--- src/core/sicm_pkg.sv ---
// Constants for the stage input connection matrix block.
// Assumes a 32-bit classic Wishbone slave and a 125 MHz system clock.
package sicm_pkg;

  // Register word indices; byte address is four times the index
  localparam logic [9:0] BASE_IDX     = 10'h080; // stage 0 lower word
  localparam logic [9:0] STAGE_STRIDE = 10'h008; // words per stage
  localparam logic [2:0] LOW_WORD     = 3'h0;
  localparam logic [2:0] HIGH_WORD    = 3'h1;
  localparam logic [9:0] STATUS_IDX   = 10'h060; // block status word

  // Sizes
  localparam int NUM_STAGES = 12;
  localparam int NUM_INPUTS = 13;
  localparam int LOW_INPUTS = 7;  // inputs held in the lower word
  localparam int ADR_W      = 12; // byte address bits decoded
  localparam int STAGE_W    = 4;
  localparam int OFFSET_W   = 6;

  // Per-input route selection codes
  localparam logic [1:0] ROUTE_OPEN = 2'h0;
  localparam logic [1:0] ROUTE_NEG  = 2'h1;
  localparam logic [1:0] ROUTE_POS  = 2'h2;
  localparam logic [1:0] ROUTE_BIAS = 2'h3;

  // Measurement mode codes
  localparam logic [1:0] MODE_FORBIDDEN = 2'h0;
  localparam logic [1:0] MODE_SE_POS    = 2'h1;
  localparam logic [1:0] MODE_SE_NEG    = 2'h2;
  localparam logic [1:0] MODE_DIFF      = 2'h3;

  // Field positions inside the upper word
  localparam int MODE_LSB    = 12;
  localparam int NEG_OFF_BIT = 14;
  localparam int POS_OFF_BIT = 15;

  // Bits of the lower word that are stored; the rest read as zero
  localparam logic [15:0] LOW_USED_MASK = 16'h3fff;
  localparam logic [31:0] READ_ZERO     = 32'h0000_0000;

  // Offset path scale, kept for documentation of the code width
  localparam int OFFSET_STEP_FF  = 320;
  localparam int OFFSET_RANGE_PF = 20;

  // Status word layout
  localparam int ST_STAGE_LSB = 0;
  localparam int ST_FAULT_BIT = 4;
  localparam int ST_BUSY_BIT  = 5;

  typedef enum logic [1:0] {
    SICM_BUS_IDLE = 2'b00,
    SICM_BUS_WAIT = 2'b01,
    SICM_BUS_ACK  = 2'b11
  } sicm_bus_state_t;

  typedef enum logic [1:0] {
    SICM_STG_IDLE  = 2'b00,
    SICM_STG_FETCH = 2'b01,
    SICM_STG_APPLY = 2'b11
  } sicm_stg_state_t;

endpackage

--- src/core/sicm_stage_mem.sv ---
// Per-stage connection word storage, one entry per stage.
// Assumes one write port and two independent registered read ports.
`timescale 1ns/1ps
module sicm_stage_mem #(
  parameter int DEPTH = 12,
  parameter int AW    = 4,
  parameter int WIDTH = 32
) (
  input  wire logic                 clk,
  input  wire logic                 wr_en,
  input  wire logic [AW-1:0]        wr_addr,
  input  wire logic [WIDTH/8-1:0]   wr_be,
  input  wire logic [WIDTH-1:0]     wr_data,
  input  wire logic [AW-1:0]        a_addr,
  output logic      [WIDTH-1:0]     a_data,
  input  wire logic [AW-1:0]        b_addr,
  output logic      [WIDTH-1:0]     b_data
);

  // No reset: contents stay undefined until software writes them
  logic [WIDTH-1:0] mem [DEPTH];

  // Byte-lane writes; one process owns the whole array so it has one driver
  always_ff @(posedge clk)
  begin
    for (int g = 0; g < WIDTH/8; g++)
    begin
      if (wr_en && wr_be[g])
      begin
        mem[wr_addr][g*8 +: 8] <= wr_data[g*8 +: 8];
      end
    end
  end

  // Registered reads; old data on a same-cycle write
  always_ff @(posedge clk)
  begin
    a_data <= mem[a_addr];
    b_data <= mem[b_addr];
  end

endmodule

--- src/core/sicm_top.sv ---
// Stage input connection matrix: register file and per-stage switch decode.
// Assumes a classic Wishbone master on clk and a conversion sequencer
// on the same clock that asks for one stage at a time.
`timescale 1ns/1ps

module sicm_top #(
  parameter int NUM_STAGES = sicm_pkg::NUM_STAGES,
  parameter int NUM_INPUTS = sicm_pkg::NUM_INPUTS
) (
  input  wire logic                          clk,
  input  wire logic                          sys_rst,
  // Wishbone classic slave
  input  wire logic                          wb_cyc_i,
  input  wire logic                          wb_stb_i,
  input  wire logic                          wb_we_i,
  input  wire logic [sicm_pkg::ADR_W-1:0]    wb_adr_i,
  input  wire logic [3:0]                    wb_sel_i,
  input  wire logic [31:0]                   wb_dat_i,
  output logic      [31:0]                   wb_dat_o,
  output logic                               wb_ack_o,
  // Conversion sequencer side
  input  wire logic                          stage_load,
  input  wire logic [sicm_pkg::STAGE_W-1:0]  stage_sel,
  input  wire logic [sicm_pkg::OFFSET_W-1:0] neg_frontend_offset_value,
  input  wire logic [sicm_pkg::OFFSET_W-1:0] pos_frontend_offset_value,
  output logic                               stage_ready,
  output logic                               stage_busy,
  output logic      [NUM_INPUTS-1:0]         sensor_input_to_neg,
  output logic      [NUM_INPUTS-1:0]         sensor_input_to_pos,
  output logic      [NUM_INPUTS-1:0]         sensor_input_to_bias,
  output logic      [1:0]                    measurement_mode_sel,
  output logic                               mode_fault,
  output logic                               neg_frontend_offset_en,
  output logic                               pos_frontend_offset_en,
  output logic      [sicm_pkg::OFFSET_W-1:0] neg_offset_code,
  output logic      [sicm_pkg::OFFSET_W-1:0] pos_offset_code
);

  // Decode a word index into {hit, is_high, stage}
  function automatic logic [5:0] decode_reg(input logic [9:0] idx);
    logic [9:0] rel;
    logic       hit;
    rel = idx - sicm_pkg::BASE_IDX;
    hit = (idx >= sicm_pkg::BASE_IDX)
          && (rel < 10'(NUM_STAGES) * sicm_pkg::STAGE_STRIDE)
          && (rel[2:0] == sicm_pkg::LOW_WORD || rel[2:0] == sicm_pkg::HIGH_WORD);
    decode_reg = {hit, rel[2:0] == sicm_pkg::HIGH_WORD, rel[6:3]};
  endfunction

  // Decode one two-bit selection into {bias, pos, neg}
  function automatic logic [2:0] decode_route(input logic [1:0] sel);
    logic [2:0] r;
    r = 3'h0;
    unique case (sel)
      sicm_pkg::ROUTE_OPEN: r = 3'b000;
      sicm_pkg::ROUTE_NEG:  r = 3'b001;
      sicm_pkg::ROUTE_POS:  r = 3'b010;
      sicm_pkg::ROUTE_BIAS: r = 3'b100;
    endcase
    decode_route = r;
  endfunction

  // ------------------------------------------------------------------
  // Bus side
  // ------------------------------------------------------------------
  sicm_pkg::sicm_bus_state_t bus_state_q;
  logic [9:0]  bus_idx;
  logic [5:0]  bus_dec;
  logic        bus_hit;
  logic        bus_high;
  logic [3:0]  bus_stage;
  logic        bus_status;
  logic        mem_we;
  logic [3:0]  mem_be;
  logic [31:0] mem_wdata;
  logic [31:0] mem_a_data;
  logic [31:0] mem_b_data;
  logic [31:0] rd_word;
  logic [31:0] wb_dat_q;
  logic        wb_ack_q;
  logic [sicm_pkg::STAGE_W-1:0] stage_q;
  logic        stage_busy_q;
  logic        mode_fault_q;

  // Word index from the byte address; low two bits are dropped, wb_sel_i picks lanes
  assign bus_idx    = 10'(wb_adr_i[sicm_pkg::ADR_W-1:2]);
  assign bus_dec    = decode_reg(bus_idx);
  assign bus_hit    = bus_dec[5];
  assign bus_high   = bus_dec[4];
  assign bus_stage  = bus_dec[3:0];
  assign bus_status = (bus_idx == sicm_pkg::STATUS_IDX);

  // Bus handshake: request seen, one wait for the memory read, then ack
  always_ff @(posedge clk or posedge sys_rst)
  begin
    if (sys_rst)
    begin
      bus_state_q <= sicm_pkg::SICM_BUS_IDLE;
    end
    else
    begin
      unique case (bus_state_q)
        sicm_pkg::SICM_BUS_IDLE:
        begin
          if (wb_cyc_i && wb_stb_i)
          begin
            bus_state_q <= sicm_pkg::SICM_BUS_WAIT;
          end
        end
        sicm_pkg::SICM_BUS_WAIT: bus_state_q <= sicm_pkg::SICM_BUS_ACK;
        sicm_pkg::SICM_BUS_ACK:  bus_state_q <= sicm_pkg::SICM_BUS_IDLE;
        default:                 bus_state_q <= sicm_pkg::SICM_BUS_IDLE;
      endcase
    end
  end

  // Write strobe: only at the edge where the master samples ack high
  assign mem_we = (bus_state_q == sicm_pkg::SICM_BUS_ACK) && wb_cyc_i && wb_stb_i
                  && wb_we_i && bus_hit;

  // Lower word lives in bits 15:0, upper word in bits 31:16 of an entry
  always_comb
  begin
    if (bus_high)
    begin
      mem_be    = {wb_sel_i[1:0], 2'b00};
      mem_wdata = {wb_dat_i[15:0], 16'h0000};
    end
    else
    begin
      mem_be    = {2'b00, wb_sel_i[1:0]};
      mem_wdata = {16'h0000, wb_dat_i[15:0] & sicm_pkg::LOW_USED_MASK};
    end
  end

  // Readback mux; unused lower-word bits and upper lanes read zero
  always_comb
  begin
    rd_word = sicm_pkg::READ_ZERO;
    if (bus_hit && bus_high)
    begin
      rd_word[15:0] = mem_a_data[31:16];
    end
    else if (bus_hit)
    begin
      rd_word[15:0] = mem_a_data[15:0] & sicm_pkg::LOW_USED_MASK;
    end
    else if (bus_status)
    begin
      rd_word[sicm_pkg::ST_STAGE_LSB +: sicm_pkg::STAGE_W] = stage_q;
      rd_word[sicm_pkg::ST_FAULT_BIT] = mode_fault_q;
      rd_word[sicm_pkg::ST_BUSY_BIT]  = stage_busy_q;
    end
  end

  // Read data and ack are both registered; unmapped reads return zero
  always_ff @(posedge clk or posedge sys_rst)
  begin
    if (sys_rst)
    begin
      wb_dat_q <= sicm_pkg::READ_ZERO;
      wb_ack_q <= 1'b0;
    end
    else
    begin
      wb_ack_q <= (bus_state_q == sicm_pkg::SICM_BUS_WAIT) && wb_cyc_i && wb_stb_i;
      if (bus_state_q == sicm_pkg::SICM_BUS_WAIT && !wb_we_i)
      begin
        wb_dat_q <= rd_word;
      end
    end
  end

  assign wb_dat_o = wb_dat_q;
  assign wb_ack_o = wb_ack_q;

  // ------------------------------------------------------------------
  // Storage: bus on port A, sequencer on port B
  // ------------------------------------------------------------------
  sicm_stage_mem #(
    .DEPTH (NUM_STAGES),
    .AW    (sicm_pkg::STAGE_W),
    .WIDTH (32)
  ) u_mem (
    .clk     (clk),
    .wr_en   (mem_we),
    .wr_addr (bus_stage),
    .wr_be   (mem_be),
    .wr_data (mem_wdata),
    .a_addr  (bus_stage),
    .a_data  (mem_a_data),
    .b_addr  (stage_q),
    .b_data  (mem_b_data)
  );

  // ------------------------------------------------------------------
  // Sequencer side
  // ------------------------------------------------------------------
  sicm_pkg::sicm_stg_state_t stg_state_q;
  logic                  stage_ready_q;
  logic [NUM_INPUTS-1:0] route_neg_q;
  logic [NUM_INPUTS-1:0] route_pos_q;
  logic [NUM_INPUTS-1:0] route_bias_q;
  logic [NUM_INPUTS-1:0] route_neg_d;
  logic [NUM_INPUTS-1:0] route_pos_d;
  logic [NUM_INPUTS-1:0] route_bias_d;
  logic [1:0]            mode_q;
  logic                  neg_off_en_q;
  logic                  pos_off_en_q;
  logic [sicm_pkg::OFFSET_W-1:0] neg_code_q;
  logic [sicm_pkg::OFFSET_W-1:0] pos_code_q;
  logic [15:0]           low_word;
  logic [15:0]           high_word;
  logic [1:0]            mode_d;

  assign low_word  = mem_b_data[15:0];
  assign high_word = mem_b_data[31:16];
  assign mode_d    = high_word[sicm_pkg::MODE_LSB +: 2];

  // Stage fetch; requests for a missing stage or while busy are dropped
  always_ff @(posedge clk or posedge sys_rst)
  begin
    if (sys_rst)
    begin
      stg_state_q  <= sicm_pkg::SICM_STG_IDLE;
      stage_q      <= '0;
      stage_busy_q <= 1'b0;
    end
    else
    begin
      unique case (stg_state_q)
        sicm_pkg::SICM_STG_IDLE:
        begin
          if (stage_load && int'(stage_sel) < NUM_STAGES)
          begin
            stage_q      <= stage_sel;
            stage_busy_q <= 1'b1;
            stg_state_q  <= sicm_pkg::SICM_STG_FETCH;
          end
        end
        sicm_pkg::SICM_STG_FETCH: stg_state_q <= sicm_pkg::SICM_STG_APPLY;
        sicm_pkg::SICM_STG_APPLY:
        begin
          stage_busy_q <= 1'b0;
          stg_state_q  <= sicm_pkg::SICM_STG_IDLE;
        end
        default: stg_state_q <= sicm_pkg::SICM_STG_IDLE;
      endcase
    end
  end

  // Per-input switch decode across both words
  for (genvar i = 0; i < NUM_INPUTS; i++)
  begin : g_route
    logic [1:0] sel;
    logic [2:0] r;
    if (i < sicm_pkg::LOW_INPUTS)
    begin : g_low
      assign sel = low_word[2*i +: 2];
    end
    else
    begin : g_high
      assign sel = high_word[2*(i-sicm_pkg::LOW_INPUTS) +: 2];
    end
    assign r               = decode_route(sel);
    assign route_neg_d[i]  = r[0];
    assign route_pos_d[i]  = r[1];
    assign route_bias_d[i] = r[2];
  end

  // Switch matrix state, updated only at the end of the APPLY cycle
  always_ff @(posedge clk or posedge sys_rst)
  begin
    if (sys_rst)
    begin
      route_neg_q  <= '0;
      route_pos_q  <= '0;
      route_bias_q <= '0;
    end
    else if (stg_state_q == sicm_pkg::SICM_STG_APPLY)
    begin
      route_neg_q  <= route_neg_d;
      route_pos_q  <= route_pos_d;
      route_bias_q <= route_bias_d;
    end
  end

  // Mode passes through; forbidden code is flagged, not corrected
  always_ff @(posedge clk or posedge sys_rst)
  begin
    if (sys_rst)
    begin
      mode_q       <= sicm_pkg::MODE_DIFF;
      mode_fault_q <= 1'b0;
    end
    else if (stg_state_q == sicm_pkg::SICM_STG_APPLY)
    begin
      mode_q       <= mode_d;
      mode_fault_q <= (mode_d == sicm_pkg::MODE_FORBIDDEN);
    end
  end

  // Offset paths: a disabled path carries a zero code
  always_ff @(posedge clk or posedge sys_rst)
  begin
    if (sys_rst)
    begin
      neg_off_en_q <= 1'b0;
      pos_off_en_q <= 1'b0;
      neg_code_q   <= '0;
      pos_code_q   <= '0;
    end
    else if (stg_state_q == sicm_pkg::SICM_STG_APPLY)
    begin
      neg_off_en_q <= !high_word[sicm_pkg::NEG_OFF_BIT];
      pos_off_en_q <= !high_word[sicm_pkg::POS_OFF_BIT];
      neg_code_q   <= high_word[sicm_pkg::NEG_OFF_BIT] ? '0 : neg_frontend_offset_value;
      pos_code_q   <= high_word[sicm_pkg::POS_OFF_BIT] ? '0 : pos_frontend_offset_value;
    end
  end

  // One-cycle pulse when the new stage setup is on the outputs
  always_ff @(posedge clk or posedge sys_rst)
  begin
    if (sys_rst)
    begin
      stage_ready_q <= 1'b0;
    end
    else
    begin
      stage_ready_q <= (stg_state_q == sicm_pkg::SICM_STG_APPLY);
    end
  end

  assign stage_ready            = stage_ready_q;
  assign stage_busy             = stage_busy_q;
  assign sensor_input_to_neg    = route_neg_q;
  assign sensor_input_to_pos    = route_pos_q;
  assign sensor_input_to_bias   = route_bias_q;
  assign measurement_mode_sel   = mode_q;
  assign mode_fault             = mode_fault_q;
  assign neg_frontend_offset_en = neg_off_en_q;
  assign pos_frontend_offset_en = pos_off_en_q;
  assign neg_offset_code        = neg_code_q;
  assign pos_offset_code        = pos_code_q;

endmodule

--- config.mk ---
export PLATFORM = sky130hd
export DESIGN_NAME = sicm_top
export DESIGN_NICKNAME = d
export VERILOG_FILES = /design/src/core/sicm_pkg.sv /design/src/core/sicm_stage_mem.sv /design/src/core/sicm_top.sv
export SDC_FILE = /design/constraint.sdc
export NUM_CORES = 1
export LEC_CHECK = 0
export BUFFER_PORTS_ARGS = -buffer_cell sky130_fd_sc_hd__buf_2
export CORE_ASPECT_RATIO = 1.25
export CORE_MARGIN = 3
export CORE_UTILIZATION = 50
export CTS_BUF_LIST = sky130_fd_sc_hd__clkbuf_4
export DETAILED_ROUTE_END_ITERATION = 7
export MAX_ROUTING_LAYER = met4
export PLACE_DENSITY = 0.65
export RECOVER_POWER = 100
export SLEW_MARGIN = 10
export SYNTH_ARGS = -nofsm -noshare
export SYNTH_HDL_FRONTEND = slang
export SYNTH_HIERARCHICAL = 1
export SYNTH_SLANG_ARGS = --single-unit
--- constraint.sdc ---
create_clock -name clk -period 4.29 [get_ports clk]
set_input_delay 0.2145 -clock clk [delete_from_list [all_inputs] [get_ports clk]]
set_output_delay 0.2145 -clock clk [all_outputs]
set_load 0.05 [all_outputs]
==> qor.txt <==
layout cells sized above 1 = 29.7%
clock power share = 28.5%
leakage power = 9.09 nW
drc violations = 0
width of the die = 194 um
Max IR drop VDD = 0.469 mV
full die area = 0.0467 mm2
status = complete, but fails checks
Rel. slew slack = -96.1%
Pwr Density = 571 mW/mm2
Hold EP = u_mem/a_data[11]
Required @ worst endpoint = 4.73 ns
Max FO, Critical Path = 67
Final Setup Violations = 0
vias in the first global route = 13,571
Int Pwr = 9.58 mW
Filler cells = 3,478
R2R Path Start = stage_q[0]
GRT Max-Usage Layer = met2
slowest library cell on the worst path = clkbuf_2
hold path depth = 4
DR WL/cell = 24.4 um
Comb power frac = 27.4%
clk slew on worst S/H paths = 0.07 ns
Final Cycle Share = 84.3%
Clock Sinks = 503
HPWL after detailed placement = 38,000 um
Reg2Reg Depth = 3
Flop pwr share = 44.1%
CP Capture Type = register
CP Buf/Inv Count = 3
syn_area_per_cell = 15.8 um2
Post-Syn Area = 0.0221 mm2
Worst-Margin Slew = 2.93 ns
Ports = 161
met1 Use GR = 31.4%
number of port buffers = 124
beginning of the worst hold path = wb_adr_i[8]
met3 Track Usage GR = 4.83%
synthesis-to-finish area growth = 13.5%
H-tree depth = 3
clock root buffer = clkbuf_4
Num CTS Buffers = 119
total congestion overflow = 0
worst min path class = primary input to register
cts hold-fix bufs = 44
Max Clk Rate = 277 MHz
worst r2r dst = u_mem/b_data[4]
CP Data Arrival Time = 4.06 ns
yosys warns = 6
max_cap viols = 5
critical path class = primary input to register
critical path, cell by cell = dlygate4sd3_1 -> clkbuf_1 -> clkbuf_2 -> nor2b_1 -> nand3_1 -> nor2_1
vias post-DR = 13,416
setup TNS = 0 ns
GRT Resource Usage Total = 24.8%
post-route ant nets = 0
number of DRC markers in iteration 0 = 1,124
drt via density = 5.88
initial antenna violation count = 2
Initial Utilization = 50.9%
pin count of the biggest net entering global routing = 113
core area = 0.0433 mm2
drt pass-1 iters = 5
Final WS setup = 0.674 ns
Psw = 4.72 mW
R2R Setup Slk = 0.91 ns
minimum clock period = 3.62 ns
largest delay contributor family on the critical path = buffers and inverters
Startpoint Class = primary input
max incr delay on CP = 1.53 ns
postcts setup bufs = 0
first-pass GRT wire length = 83,800 um
Final #Nets = 1,680
Synth Instances = 1,394
die height = 241 um
Net Sw Frac = 33.0%
failing checks = max-capacitance violations, max-slew violations
RSZ-0062 raised after global routing = no
dpl ws = 0.839 ns
Final Skew = 0.0840 ns
met2 usage = 40.6%
clock latency on the worst-skew pair = 0.88 ns
TritonCTS clock tree = yes
row count = 85
routed wire length = 55,700 um
Slew Viols, Final = 324
PostCTS Resize Cnt = 0
clock tree buffer depth = 3
routability cong. = 0.874
Hold Fails Final Rpt = 0
==> how the worst max path moves through the flow <==
| stage | start | endpoint | slack, ns | cells after the start |
|---|---|---|---|---|
| finish | wb_adr_i[7] | u_mem/mem[7][3] | 0.67 | 6 |
| global route | stg_state_q[0] | sensor_input_to_neg[3] | 0.58 | 2 |
| CTS | wb_adr_i[7] | u_mem/mem[7][29] | 1.23 | 8 |
| detailed placement | wb_adr_i[9] | u_mem/mem[7][30] | 0.84 | 9 |
| global placement | wb_adr_i[9] | u_mem/mem[11][30] | 0.90 | 9 |
| floorplan | wb_adr_i[9] | u_mem/mem[11][16] | 1.82 | 9 |
==> cells in the final DEF (no fill, tap or decap), types with 2 or more instances in the layout <==
cell / count
edfxtp_1: 360
clkbuf_4: 187
nand2_1: 131
mux4_2: 120
mux2_2: 98
clkbuf_1: 83
dfrtp_1: 80
mux2i_1: 68
dfxtp_1: 60
nor2_1: 56
o21ai_0: 55
buf_2: 46
dlygate4sd3_1: 44
nand2b_1: 40
o31ai_1: 39
o22ai_1: 30
a22o_1: 30
mux2_1: 28
nor2b_1: 21
clkinv_1: 21
and3_1: 18
conb_1: 16
buf_4: 15
clkinv_2: 12
or2_2: 6
a221o_1: 6
o221a_2: 6
nand3_1: 5
inv_1: 4
bufinv_16: 4
inv_2: 3
diode_2: 2
nor2_2: 2
nor4_1: 2
dfstp_2: 2
clkbuf_2: 2
==> stage by stage <==
step / hold WS (ns) / std cells / cell area (um2) / util [%] / power, mW
floorplan: 0.351 / 1409 / 22100 / - / 9.26
global placement: 0.431 / 2009 / 23100 / 53.3 / 10.3
detailed placement: 0.439 / 2009 / 23100 / 53.3 / 10.4
CTS: 0.00939 / 2280 / 25200 / 58.2 / 14.5
global route: 0.0257 / 2282 / 25000 / 57.8 / 15.0
finish: 0.0788 / 2282 / 25000 / 57.8 / 14.3
==> layer usage <==
metal	vias up	share of wire (%)	routed length (um)
met1	6724	39	21800
met4	0	2.5	1390
met3	94	9.0	5010
met5	-	0	0
li1	5931	-	-
met2	667	49	27500
==> power by group through the flow <==
stage          sequential (mW)  combinational, mW  clock [mW]
2_1_floorplan             6.83               2.43           0
3_3_place_gp              6.41               3.88           0
3_5_place_dp              6.43               3.93           0
4_1_cts                   6.32               4.00        4.19
5_1_grt                   6.39               4.18        4.48
6_report                  6.30               3.92        4.08
==> worst min-delay path, cell delays in order <==
cell	delay, ns
buf_2	0.11
buf_4	0.35
nand2_1	0.15
o31ai_1	0.06
==> sequential cells by signal, summed over array words and instances (netlist names) <==
register	cells
u_mem/a_data	30
stage_busy	1
stage_q	4
pos_offset_code	6
u_mem/b_data	30
bus_state_q	2
neg_offset_code	6
pos_frontend_offset_en	1
sensor_input_to_bias	13
stage_ready	1
wb_ack_o	1
sensor_input_to_pos	13
sensor_input_to_neg	13
stg_state_q	2
measurement_mode_sel	2
u_mem/mem	360
wb_dat_o	16
mode_fault	1
neg_frontend_offset_en	1
==> cell type report <==
| cell class | instances | area [um2] | share of cell area, % |
|---|---|---|---|
| Inverter | 5 | 21.3 | 0.0850 |
| Antenna cell | 2 | 5.00 | 0.0200 |
| Multi-Input combinational cell | 789 | 7400 | 29.6 |
| Timing Repair Buffer | 191 | 1120 | 4.49 |
| Clock buffer | 187 | 1400 | 5.61 |
| Clock inverter | 40 | 270 | 1.08 |
| Tap cell | 565 | 707 | 2.82 |
| Sequential cell | 503 | 14100 | 56.3 |
Power figures use the tool's default switching activity.
